<file path="src/rmcr_map.svh">
// offsets, field positions and reset values of the runtime control bank
`ifndef RMCR_MAP_SVH
`define RMCR_MAP_SVH
`define RMCR_OFF_FIFO_SHADOW 8'h23
`define RMCR_OFF_DEV_DISABLE 8'h24
`define RMCR_OFF_LED 8'h25
`define RMCR_OFF_WAKE_KEY 8'h26
`define RMCR_OFF_POWER_GOOD 8'h27
`define RMCR_OFF_PIN_SELECT 8'h28
`define RMCR_RST_DEV_DISABLE 8'h00
`define RMCR_RST_LED 8'h00
`define RMCR_RST_WAKE_KEY 8'h00
`define RMCR_RST_POWER_GOOD 8'hf1
`define RMCR_RST_PIN_SELECT 6'h00
`define RMCR_RST_FIFO_SHADOW 8'h00
`define RMCR_MASK_FIFO_SHADOW 8'hcf
`define RMCR_MASK_DEV_DISABLE 8'he9
`define RMCR_MASK_LED 8'h0f
`define RMCR_MASK_POWER_GOOD 8'hf3
`define RMCR_BIT_FWP 0
`define RMCR_BIT_FLOPPY_BLOCK 3
`define RMCR_BIT_SERIAL_B_BLOCK 5
`define RMCR_BIT_SERIAL_A_BLOCK 6
`define RMCR_BIT_PARALLEL_BLOCK 7
`define RMCR_BIT_CODE_FETCH 3
`define RMCR_BIT_COLOR 2
`define RMCR_BIT_DELAY_SEL 0
`define RMCR_BIT_LOCK 1
`define RMCR_BIT_RST1_ON 6
`define RMCR_BIT_RST2_ON 7
`define RMCR_BIT_RST3_ON 5
`define RMCR_BIT_RST4_ON 4
`define RMCR_CLK_HZ 125000000
`define RMCR_HALF_BLINK_MS 500
`define RMCR_HALF_BLINK_CYC ((`RMCR_CLK_HZ / 1000) * `RMCR_HALF_BLINK_MS)
`define RMCR_POWER_OK_DELAY_CYC 1000
`endif

</file>
<file path="src/rmcr_pkg.sv">
// types of the runtime control bank
`default_nettype none
package rmcr_pkg;
    typedef enum logic [1:0] {
        BLINK_OFF = 2'b00,
        BLINK_SLOW = 2'b01,
        BLINK_RSVD = 2'b10,
        BLINK_ON = 2'b11
    } rmcr_blink_type;
    typedef enum logic [1:0] {
        PWR_S0 = 2'b00,
        PWR_S3 = 2'b01,
        PWR_S5 = 2'b10,
        PWR_NOSUPPLY = 2'b11
    } rmcr_power_type;
endpackage
`default_nettype wire

</file>
<file path="src/rmcr_led_if.sv">
// led blink code carried between the bank and the led driver
`default_nettype none
interface rmcr_led_if;
    rmcr_pkg::rmcr_blink_type blinkCode;
    logic ledLevel;
    modport bank(output blinkCode, input ledLevel);
    modport drive(input blinkCode, output ledLevel);
endinterface
`default_nettype wire

</file>
<file path="src/rmcr_regs.sv">
// runtime misc control register bank, top
`include "rmcr_map.svh"
`default_nettype none
module rmcr_regs #(
    parameter int POWER_OK_DELAY_CYC = `RMCR_POWER_OK_DELAY_CYC
) (
    input wire logic ref_clk,
    input wire logic nrst,
    input wire logic vccResetN,
    input wire logic standbyPorN,
    input wire logic [7:0] regAddr,
    input wire logic [7:0] regWrData,
    input wire logic regWrite,
    input wire logic regRead,
    output logic [7:0] regRdData,
    input wire logic serialBFifoWrite,
    input wire logic [7:0] serialBFifoData,
    input wire logic floppyValid,
    input wire logic serialAValid,
    input wire logic serialBValid,
    input wire logic parallelValid,
    output logic floppyAccessOn,
    output logic serialAAccessOn,
    output logic serialBAccessOn,
    output logic parallelAccessOn,
    input wire logic drive_select_a_n,
    input wire logic drive_select_b_n,
    input wire logic forceProtect,
    input wire logic write_protect_n,
    output logic coreWriteProtect,
    input wire logic sleep_s3_n,
    input wire logic sleep_s5_n,
    input wire logic supply_good_in,
    output logic ledLevel,
    output logic ledColor,
    output logic [7:0] wakeKeyCode,
    output logic power_ok_out,
    input wire logic lpcResetN,
    output logic [3:0] bufferedResetN,
    output logic [5:0] pinSelect
);
    logic [7:0] fifoShadow;
    logic [7:0] devDisable;
    logic [3:0] ledReg;
    logic [7:0] powerGood;
    logic inS0;
    logic ledWritable;
    rmcr_pkg::rmcr_power_type powerState;
    rmcr_pkg::rmcr_power_type lastPowerState;
    rmcr_pkg::rmcr_blink_type next_blink;
    rmcr_led_if ledBus();

    // ======================================
    // write decode
    logic wrDev, wrLed, wrKey, wrPg, wrSel;
    always_comb begin
        wrDev = 1'b0;
        wrLed = 1'b0;
        wrKey = 1'b0;
        wrPg = 1'b0;
        wrSel = 1'b0;
        // writes to 23h fall through: that offset is read only
        if (!regWrite) begin
            wrSel = 1'b0;
        end else if (regAddr == `RMCR_OFF_DEV_DISABLE) begin
            wrDev = 1'b1;
        end else if (regAddr == `RMCR_OFF_LED) begin
            wrLed = 1'b1;
        end else if (regAddr == `RMCR_OFF_WAKE_KEY) begin
            wrKey = 1'b1;
        end else if (regAddr == `RMCR_OFF_POWER_GOOD) begin
            wrPg = 1'b1;
        end else if (regAddr == `RMCR_OFF_PIN_SELECT) begin
            wrSel = 1'b1;
        end
    end

    // ======================================
    // serial fifo control shadow; host writes to 23h are ignored
    always_ff @(posedge ref_clk) begin
        if (!nrst) begin
            fifoShadow <= `RMCR_RST_FIFO_SHADOW;
        end else if (serialBFifoWrite) begin
            fifoShadow <= serialBFifoData & `RMCR_MASK_FIFO_SHADOW;
        end
    end

    // ======================================
    // device disable
    always_ff @(posedge ref_clk) begin
        if (!nrst) begin
            devDisable <= `RMCR_RST_DEV_DISABLE;
        end else if (wrDev) begin
            devDisable <= regWrData & `RMCR_MASK_DEV_DISABLE;
        end
    end

    // disable overrides each base address valid bit
    assign floppyAccessOn = floppyValid & ~devDisable[`RMCR_BIT_FLOPPY_BLOCK];
    assign serialBAccessOn = serialBValid & ~devDisable[`RMCR_BIT_SERIAL_B_BLOCK];
    assign serialAAccessOn = serialAValid & ~devDisable[`RMCR_BIT_SERIAL_A_BLOCK];
    assign parallelAccessOn = parallelValid & ~devDisable[`RMCR_BIT_PARALLEL_BLOCK];

    // ======================================
    // floppy write protect, active high toward the core
    logic floppy_protect_override;
    assign floppy_protect_override = devDisable[`RMCR_BIT_FWP];
    always_ff @(posedge ref_clk) begin
        if (!nrst) begin
            coreWriteProtect <= 1'b0;
        end else begin
            coreWriteProtect <= (~drive_select_a_n & forceProtect)
                | (~drive_select_b_n & forceProtect)
                | ~write_protect_n
                | floppy_protect_override;
        end
    end

    // ======================================
    // power state from sleep and supply inputs
    always_comb begin
        if (!supply_good_in) begin
            powerState = rmcr_pkg::PWR_NOSUPPLY;
        end else if (!sleep_s5_n) begin
            powerState = rmcr_pkg::PWR_S5;
        end else if (!sleep_s3_n) begin
            powerState = rmcr_pkg::PWR_S3;
        end else begin
            powerState = rmcr_pkg::PWR_S0;
        end
    end
    assign inS0 = (powerState == rmcr_pkg::PWR_S0);
    assign ledWritable = inS0 || (ledReg[1:0] == rmcr_pkg::BLINK_OFF);

    // own logic picks a blink code on each power state change
    always_comb begin
        case (powerState)
            rmcr_pkg::PWR_S0: next_blink = rmcr_pkg::BLINK_ON;
            rmcr_pkg::PWR_S3: next_blink = rmcr_pkg::BLINK_SLOW;
            default: next_blink = rmcr_pkg::BLINK_OFF;
        endcase
    end

    // ======================================
    // led register; hardware change wins over a same cycle host write
    always_ff @(posedge ref_clk) begin
        if (!nrst) begin
            ledReg <= 4'(`RMCR_RST_LED);
            lastPowerState <= rmcr_pkg::PWR_NOSUPPLY;
        end else begin
            lastPowerState <= powerState;
            if (!vccResetN) begin
                ledReg[`RMCR_BIT_CODE_FETCH] <= 1'b0;
            end else if (wrLed && ledWritable) begin
                ledReg[3:2] <= regWrData[3:2];
            end
            if (powerState != lastPowerState) begin
                ledReg[1:0] <= next_blink;
            end else if (wrLed && ledWritable) begin
                ledReg[1:0] <= regWrData[1:0];
            end
        end
    end
    assign ledBus.blinkCode = rmcr_pkg::rmcr_blink_type'(ledReg[1:0]);
    assign ledLevel = ledBus.ledLevel;
    assign ledColor = ledReg[`RMCR_BIT_COLOR];

    rmcr_led_blink rmcr_led_blink_i (
        .ref_clk(ref_clk),
        .nrst(nrst),
        .led(ledBus.drive)
    );

    // ======================================
    // wake key code
    always_ff @(posedge ref_clk) begin
        if (!nrst) begin
            wakeKeyCode <= `RMCR_RST_WAKE_KEY;
        end else if (wrKey) begin
            wakeKeyCode <= regWrData;
        end
    end

    // ======================================
    // power good; delay select and lock bits 1:0 survive system reset, reloaded only by standby por
    logic [1:0] pgStandby;
    logic [3:0] pgResetOn;
    always_ff @(posedge ref_clk) begin
        if (!standbyPorN) begin
            pgStandby <= 2'(`RMCR_RST_POWER_GOOD);
        end else if (wrPg && !pgStandby[`RMCR_BIT_LOCK]) begin
            pgStandby <= regWrData[1:0];
        end
    end
    always_ff @(posedge ref_clk) begin
        if (!nrst) begin
            pgResetOn <= 4'(`RMCR_RST_POWER_GOOD >> 4);
        end else if (wrPg) begin
            pgResetOn <= regWrData[7:4];
        end
    end
    // bits 3:2 reserved, never stored
    assign powerGood = {pgResetOn, 2'b00, pgStandby};

    rmcr_power_good #(
        .DELAY_CYC(POWER_OK_DELAY_CYC)
    ) rmcr_power_good_i (
        .ref_clk(ref_clk),
        .nrst(nrst),
        .delaySel(powerGood[`RMCR_BIT_DELAY_SEL]),
        .supplyGood(supply_good_in),
        .powerOk(power_ok_out)
    );

    // buffered reset outputs, forced low when disabled
    // enable bit order is not the output order
    localparam int RST_ON_BIT [4] = '{`RMCR_BIT_RST1_ON, `RMCR_BIT_RST2_ON,
        `RMCR_BIT_RST3_ON, `RMCR_BIT_RST4_ON};
    wire logic [3:0] next_bufferedResetN;
    for (genvar i = 0; i < 4; i++) begin : g_reset_out
        assign next_bufferedResetN[i] = lpcResetN & powerGood[RST_ON_BIT[i]];
    end
    always_ff @(posedge ref_clk) begin
        if (!nrst) begin
            bufferedResetN <= 4'h0;
        end else begin
            bufferedResetN <= next_bufferedResetN;
        end
    end

    // ======================================
    // pin selector
    always_ff @(posedge ref_clk) begin
        if (!nrst) begin
            pinSelect <= `RMCR_RST_PIN_SELECT;
        end else if (wrSel) begin
            pinSelect <= regWrData[5:0];
        end
    end

    // ======================================
    // read mux, registered; unmapped reads zero
    always_ff @(posedge ref_clk) begin
        if (!nrst) begin
            regRdData <= 8'h00;
        end else if (!regRead) begin
            regRdData <= regRdData;
        end else if (regAddr == `RMCR_OFF_FIFO_SHADOW) begin
            regRdData <= fifoShadow;
        end else if (regAddr == `RMCR_OFF_DEV_DISABLE) begin
            regRdData <= devDisable;
        end else if (regAddr == `RMCR_OFF_LED) begin
            regRdData <= {4'h0, ledReg};
        end else if (regAddr == `RMCR_OFF_WAKE_KEY) begin
            regRdData <= wakeKeyCode;
        end else if (regAddr == `RMCR_OFF_POWER_GOOD) begin
            regRdData <= powerGood & `RMCR_MASK_POWER_GOOD;
        end else if (regAddr == `RMCR_OFF_PIN_SELECT) begin
            regRdData <= {2'b00, pinSelect};
        end else begin
            regRdData <= 8'h00;
        end
    end
endmodule
`default_nettype wire

</file>
<file path="src/rmcr_led_blink.sv">
// led level generator from the blink code
`include "rmcr_map.svh"
`default_nettype none
module rmcr_led_blink #(
    parameter int HALF_CYC = `RMCR_HALF_BLINK_CYC
) (
    input wire logic ref_clk,
    input wire logic nrst,
    rmcr_led_if.drive led
);
    logic [26:0] phaseCount;
    logic phase;
    // ======================================
    // half period counter
    always_ff @(posedge ref_clk) begin
        if (!nrst) begin
            phaseCount <= 27'h0;
            phase <= 1'b1;
        end else if (phaseCount == 27'(HALF_CYC - 1)) begin
            phaseCount <= 27'h0;
            phase <= ~phase;
        end else begin
            phaseCount <= phaseCount + 27'h1;
        end
    end
    // ======================================
    // code decode; reserved code shows off
    always_ff @(posedge ref_clk) begin
        if (!nrst) begin
            led.ledLevel <= 1'b0;
        end else begin
            case (led.blinkCode)
                rmcr_pkg::BLINK_SLOW: led.ledLevel <= phase;
                rmcr_pkg::BLINK_ON: led.ledLevel <= 1'b1;
                default: led.ledLevel <= 1'b0;
            endcase
        end
    end
endmodule
`default_nettype wire

</file>
<file path="src/rmcr_power_good.sv">
// power ok output with optional delay
`include "rmcr_map.svh"
`default_nettype none
module rmcr_power_good #(
    parameter int DELAY_CYC = `RMCR_POWER_OK_DELAY_CYC
) (
    input wire logic ref_clk,
    input wire logic nrst,
    input wire logic delaySel,
    input wire logic supplyGood,
    output logic powerOk
);
    logic [19:0] waitCount;
    // ======================================
    // delay counter restarts on supply loss
    always_ff @(posedge ref_clk) begin
        if (!nrst || !supplyGood) begin
            waitCount <= 20'h0;
            powerOk <= 1'b0;
        end else if (!delaySel) begin
            powerOk <= 1'b1;
        end else if (waitCount == 20'(DELAY_CYC - 1)) begin
            powerOk <= 1'b1;
        end else begin
            waitCount <= waitCount + 20'h1;
        end
    end
endmodule
`default_nettype wire

</file>
<file path="config.mk">
export PLATFORM = sky130hd
export DESIGN_NAME = rmcr_regs
export DESIGN_NICKNAME = d
export VERILOG_FILES = /design/src/rmcr_pkg.sv /design/src/rmcr_led_if.sv /design/src/rmcr_regs.sv /design/src/rmcr_led_blink.sv /design/src/rmcr_power_good.sv
export VERILOG_INCLUDE_DIRS = /design/src
export SDC_FILE = /design/constraint.sdc
export NUM_CORES = 1
export LEC_CHECK = 0
export BUFFER_PORTS_ARGS = -buffer_cell sky130_fd_sc_hd__buf_2
export CAP_MARGIN = 20
export CORE_MARGIN = 4
export CORE_UTILIZATION = 25
export CTS_BUF_LIST = sky130_fd_sc_hd__clkbuf_16
export DETAILED_ROUTE_END_ITERATION = 8
export HOLD_SLACK_MARGIN = 0.12
export PLACE_DENSITY = 0.51
export SLEW_MARGIN = 20
export SYNTH_ARGS = -nofsm -noshare
export SYNTH_HDL_FRONTEND = slang
export SYNTH_SLANG_ARGS = --single-unit
</file>
<file path="constraint.sdc">
create_clock -name ref_clk -period 2.55 [get_ports ref_clk]
set_input_delay 0.255 -clock ref_clk [delete_from_list [all_inputs] [get_ports ref_clk]]
set_output_delay 0.255 -clock ref_clk [all_outputs]
set_load 0.01 [all_outputs]
</file>
==> results.py <==
metrics = {
    "timing": {
        "finalCritPeriodShare_pct": 84.3,
        "finalSetupTns_ps": 0,
        "clock_skew_ps": 7.75,
        "worst_pin_slew_ps": 819,
        "max_freq_ghz": 0.465,
        "slew_viol_final": 0,
        "setup_viol": 0,
        "fin_crit_ps": 2150,
        "relSlewSlack_pct": 45.3,
        "finalHoldViolations": 0,
        "worst_slack_ps": 400,
        "whs_ps": 143,
        "rsz0062_at_grt": "false",
    },
    "yosys": {
        "synthDistinctLibCells": 64,
        "yosysSeqAreaShare_pct": 43.6,
        "synth_edf_count": 0,
        "synth_top_area_share_pct": 43.6,
        "synth_nets": 558,
        "yosys_warnings": 0,
        "synth_most_common_cell": "dfxtp_1",
        "yosys-top-cells-count": "dfxtp_1, nor2_1, nand2_1",
        "synthTopCellsByArea": "dfxtp_1, mux2i_1, nor2_1",
        "synth_area_leader_cell": "dfxtp_1",
        "netlist_instances": 513,
        "async_flop_share_pct": 0,
        "synth.avg_cell_area_um2": 8.94,
        "synth_ff_type": "dfxtp_1",
        "syn_area_um2": 4590,
        "ys_ff_latch": 100,
    },
    "power": {
        "power_density_nw_per_um2": 572,
        "p_total_mw": 3.15,
        "power.leakage_nw": 1.97,
        "peakVddDrop_mv": 0.322,
    },
    "placed_design": {
        "place.gp.congestion": 0.804,
        "io_buffers": 74,
        "post-place-ws_ps": 405,
        "dpl.hpwl_um": 8830,
    },
    "grt": {
        "grt_pass1_vias": 3885,
        "grt_overflow": 0,
        "grt_max_degree": 28,
        "antenna_found_initial": 0,
        "grt_pass1_wl_um": 19700,
        "track_usage_pct": 11.9,
    },
    "detailed_routing": {
        "drt_iter0_markers": 268,
        "vias_per_cell": 4.83,
        "finalWirelength_um": 12100,
        "drc_errors": 0,
        "detail_route.wl_per_cell_um": 14.7,
        "route.vias.total": 3966,
        "antenna_left": 0,
        "first_pass_iters": 4,
    },
    "setup_path": {
        "startpoint_type": "register",
        "required_ps": 2840,
        "crit_fanout": 14,
        "end_kind": "register",
        "worstSetupPathType": "reg2reg",
        "worst_ep_arrival_time_ps": 2440,
    },
    "floorplanning": {
        "io_pins": 77,
        "rows": 49,
        "core_um2": 18000,
        "die-area_um2": 20600,
        "initial_core_util_pct": 25.4,
        "fp.dieH_um": 143,
        "dieWidth_um": 143,
    },
    "layout": {
        "antenna_cells": 0,
        "area_growth_pct": 20.1,
        "layout.nets": 633,
        "register_area_um2": 2000,
        "multiInputGateArea_um2": 2430,
        "fill_cells": 1962,
        "drive_gt1_share_pct": 19.4,
    },
    "clock_network": {
        "cts_sinks": 100,
        "htree_levels": 3,
        "cts.path.max_buffers": 2,
        "cts_tree": "done",
        "cts_post_setup_buffers_inserted": 0,
        "clk_pin_slew_ps": 70,
        "cts_root_buf": "clkbuf_16",
        "cts_resized": 0,
        "cts_buffers": 9,
        "clk_latency_ps": 350,
    },
    "status": {
        "outcome": "completed",
    },
    "job": {
        "drv_cap": 0,
    },
    "worst_hold_path": {
        "hp-class": "in2reg",
    },
}
## cells by family after synthesis
| logic type | synth area share [%] |
|---|---|
| multiplexers | 7.04 |
| flip-flops | 43.6 |
| AO/OA/AOI/OAI | 14.9 |
| AND/OR/NAND/NOR | 26.2 |
| adder cells (fa/ha/maj) | 0.545 |
| buffers and inverters | 3.44 |
| XOR/XNOR | 4.20 |
## per-layer routing
| metal | share of wire [%] | routed length [um] | up-vias | track usage, % |
|---|---|---|---|---|
| met5 | 0 | 0 | - | 0 |
| met2 | 49 | 5900 | 59 | 19.8 |
| li1 | - | - | 2021 | - |
| met4 | 1.6 | 188 | 0 | 3.22 |
| met1 | 45 | 5410 | 1871 | 15.1 |
| met3 | 4.7 | 569 | 15 | 3.56 |
## cells in the final DEF, fill, tap and decap left out, drive strengths merged, types with 9 or more instances in the layout
master | synthesis | routed
buf | 8 | 82
or3 | 16 | 16
nand4 | 15 | 15
clkbuf | 13 | 9
or4 | 10 | 10
and3 | 9 | 9
nand3 | 26 | 26
nor2 | 52 | 52
o21ai | 23 | 23
a21oi | 31 | 31
mux2i | 30 | 30
inv | 14 | 14
nand2 | 43 | 43
xnor2 | 15 | 15
dfxtp | 100 | 100
nor2b | 9 | 9
## what timing repair did
item,4_1_cts,5_1_grt
endpoints found under the hold margin,3,0
hold buffers,3,0
setup endpoints to repair,0,0
## stage by stage
| step | utilization [%] | cells | area [um2] |
|---|---|---|---|
| after floorplan | - | 513 | 4590 |
| after global placement | 28.8 | 803 | 5200 |
| after detailed placement | 28.8 | 803 | 5200 |
| after CTS | 30.6 | 821 | 5510 |
| after global routing | 30.6 | 821 | 5510 |
| final | 30.6 | 821 | 5510 |
## flip-flops by register name (all words and copies together) (netlist names)
signal,flops
bufferedResetN,4
coreWriteProtect,1
devDisable,5
fifoShadow,6
lastPowerState,2
ledReg,4
pgResetOn,4
pgStandby,2
pinSelect,6
regRdData,8
rmcr_led_blink_i.led.ledLevel,1
rmcr_led_blink_i.phase,1
rmcr_led_blink_i.phaseCount,27
rmcr_power_good_i.powerOk,1
rmcr_power_good_i.waitCount,20
wakeKeyCode,8
## where the power goes
group	internal, mW	switching (mW)
Sequential	1.59	0.0153
Combinational	0.0836	0.121
Clock	0.747	0.597
Total	2.42	0.732
## worst max-delay path: stages (launching register included)
cell and delay [ps]:
dfxtp_1 350, ha_1 230, nand4_2 210, or4_4 670
or4_1 490, a21oi_1 140
## path summary, 6_finish.rpt
| kind | from | endpoint | slack, ps | depth (start not counted) |
|---|---|---|---|---|
| worst max-delay path | rmcr_led_blink_i.phaseCount[0]$_SDFF_PP0_ | rmcr_led_blink_i.phaseCount[24]$_SDFF_PP0_ | 400 | 5 |
| worst min-delay path | serialBFifoData[7] | fifoShadow[7]$_SDFFE_PN0P_ | 140 | 3 |
| worst max register to register | rmcr_led_blink_i.phaseCount[0]$_SDFF_PP0_ | rmcr_led_blink_i.phaseCount[24]$_SDFF_PP0_ | 400 | 5 |
| worst min register to register | rmcr_power_good_i.powerOk$_SDFFE_PP0N_ | rmcr_power_good_i.powerOk$_SDFFE_PP0N_ | 450 | 2 |
## layout make-up
class | count | share of cell area, %
Timing Repair Buffer | 85 | 8.36
Clock buffer | 9 | 4.09
Inverter | 14 | 0.954
Clock inverter | 6 | 1.02
Sequential cell | 100 | 36.3
Tap cell | 229 | 5.20
Multi-Input combinational cell | 378 | 44.1
Note: power is estimated with default switching activity, not from simulation.
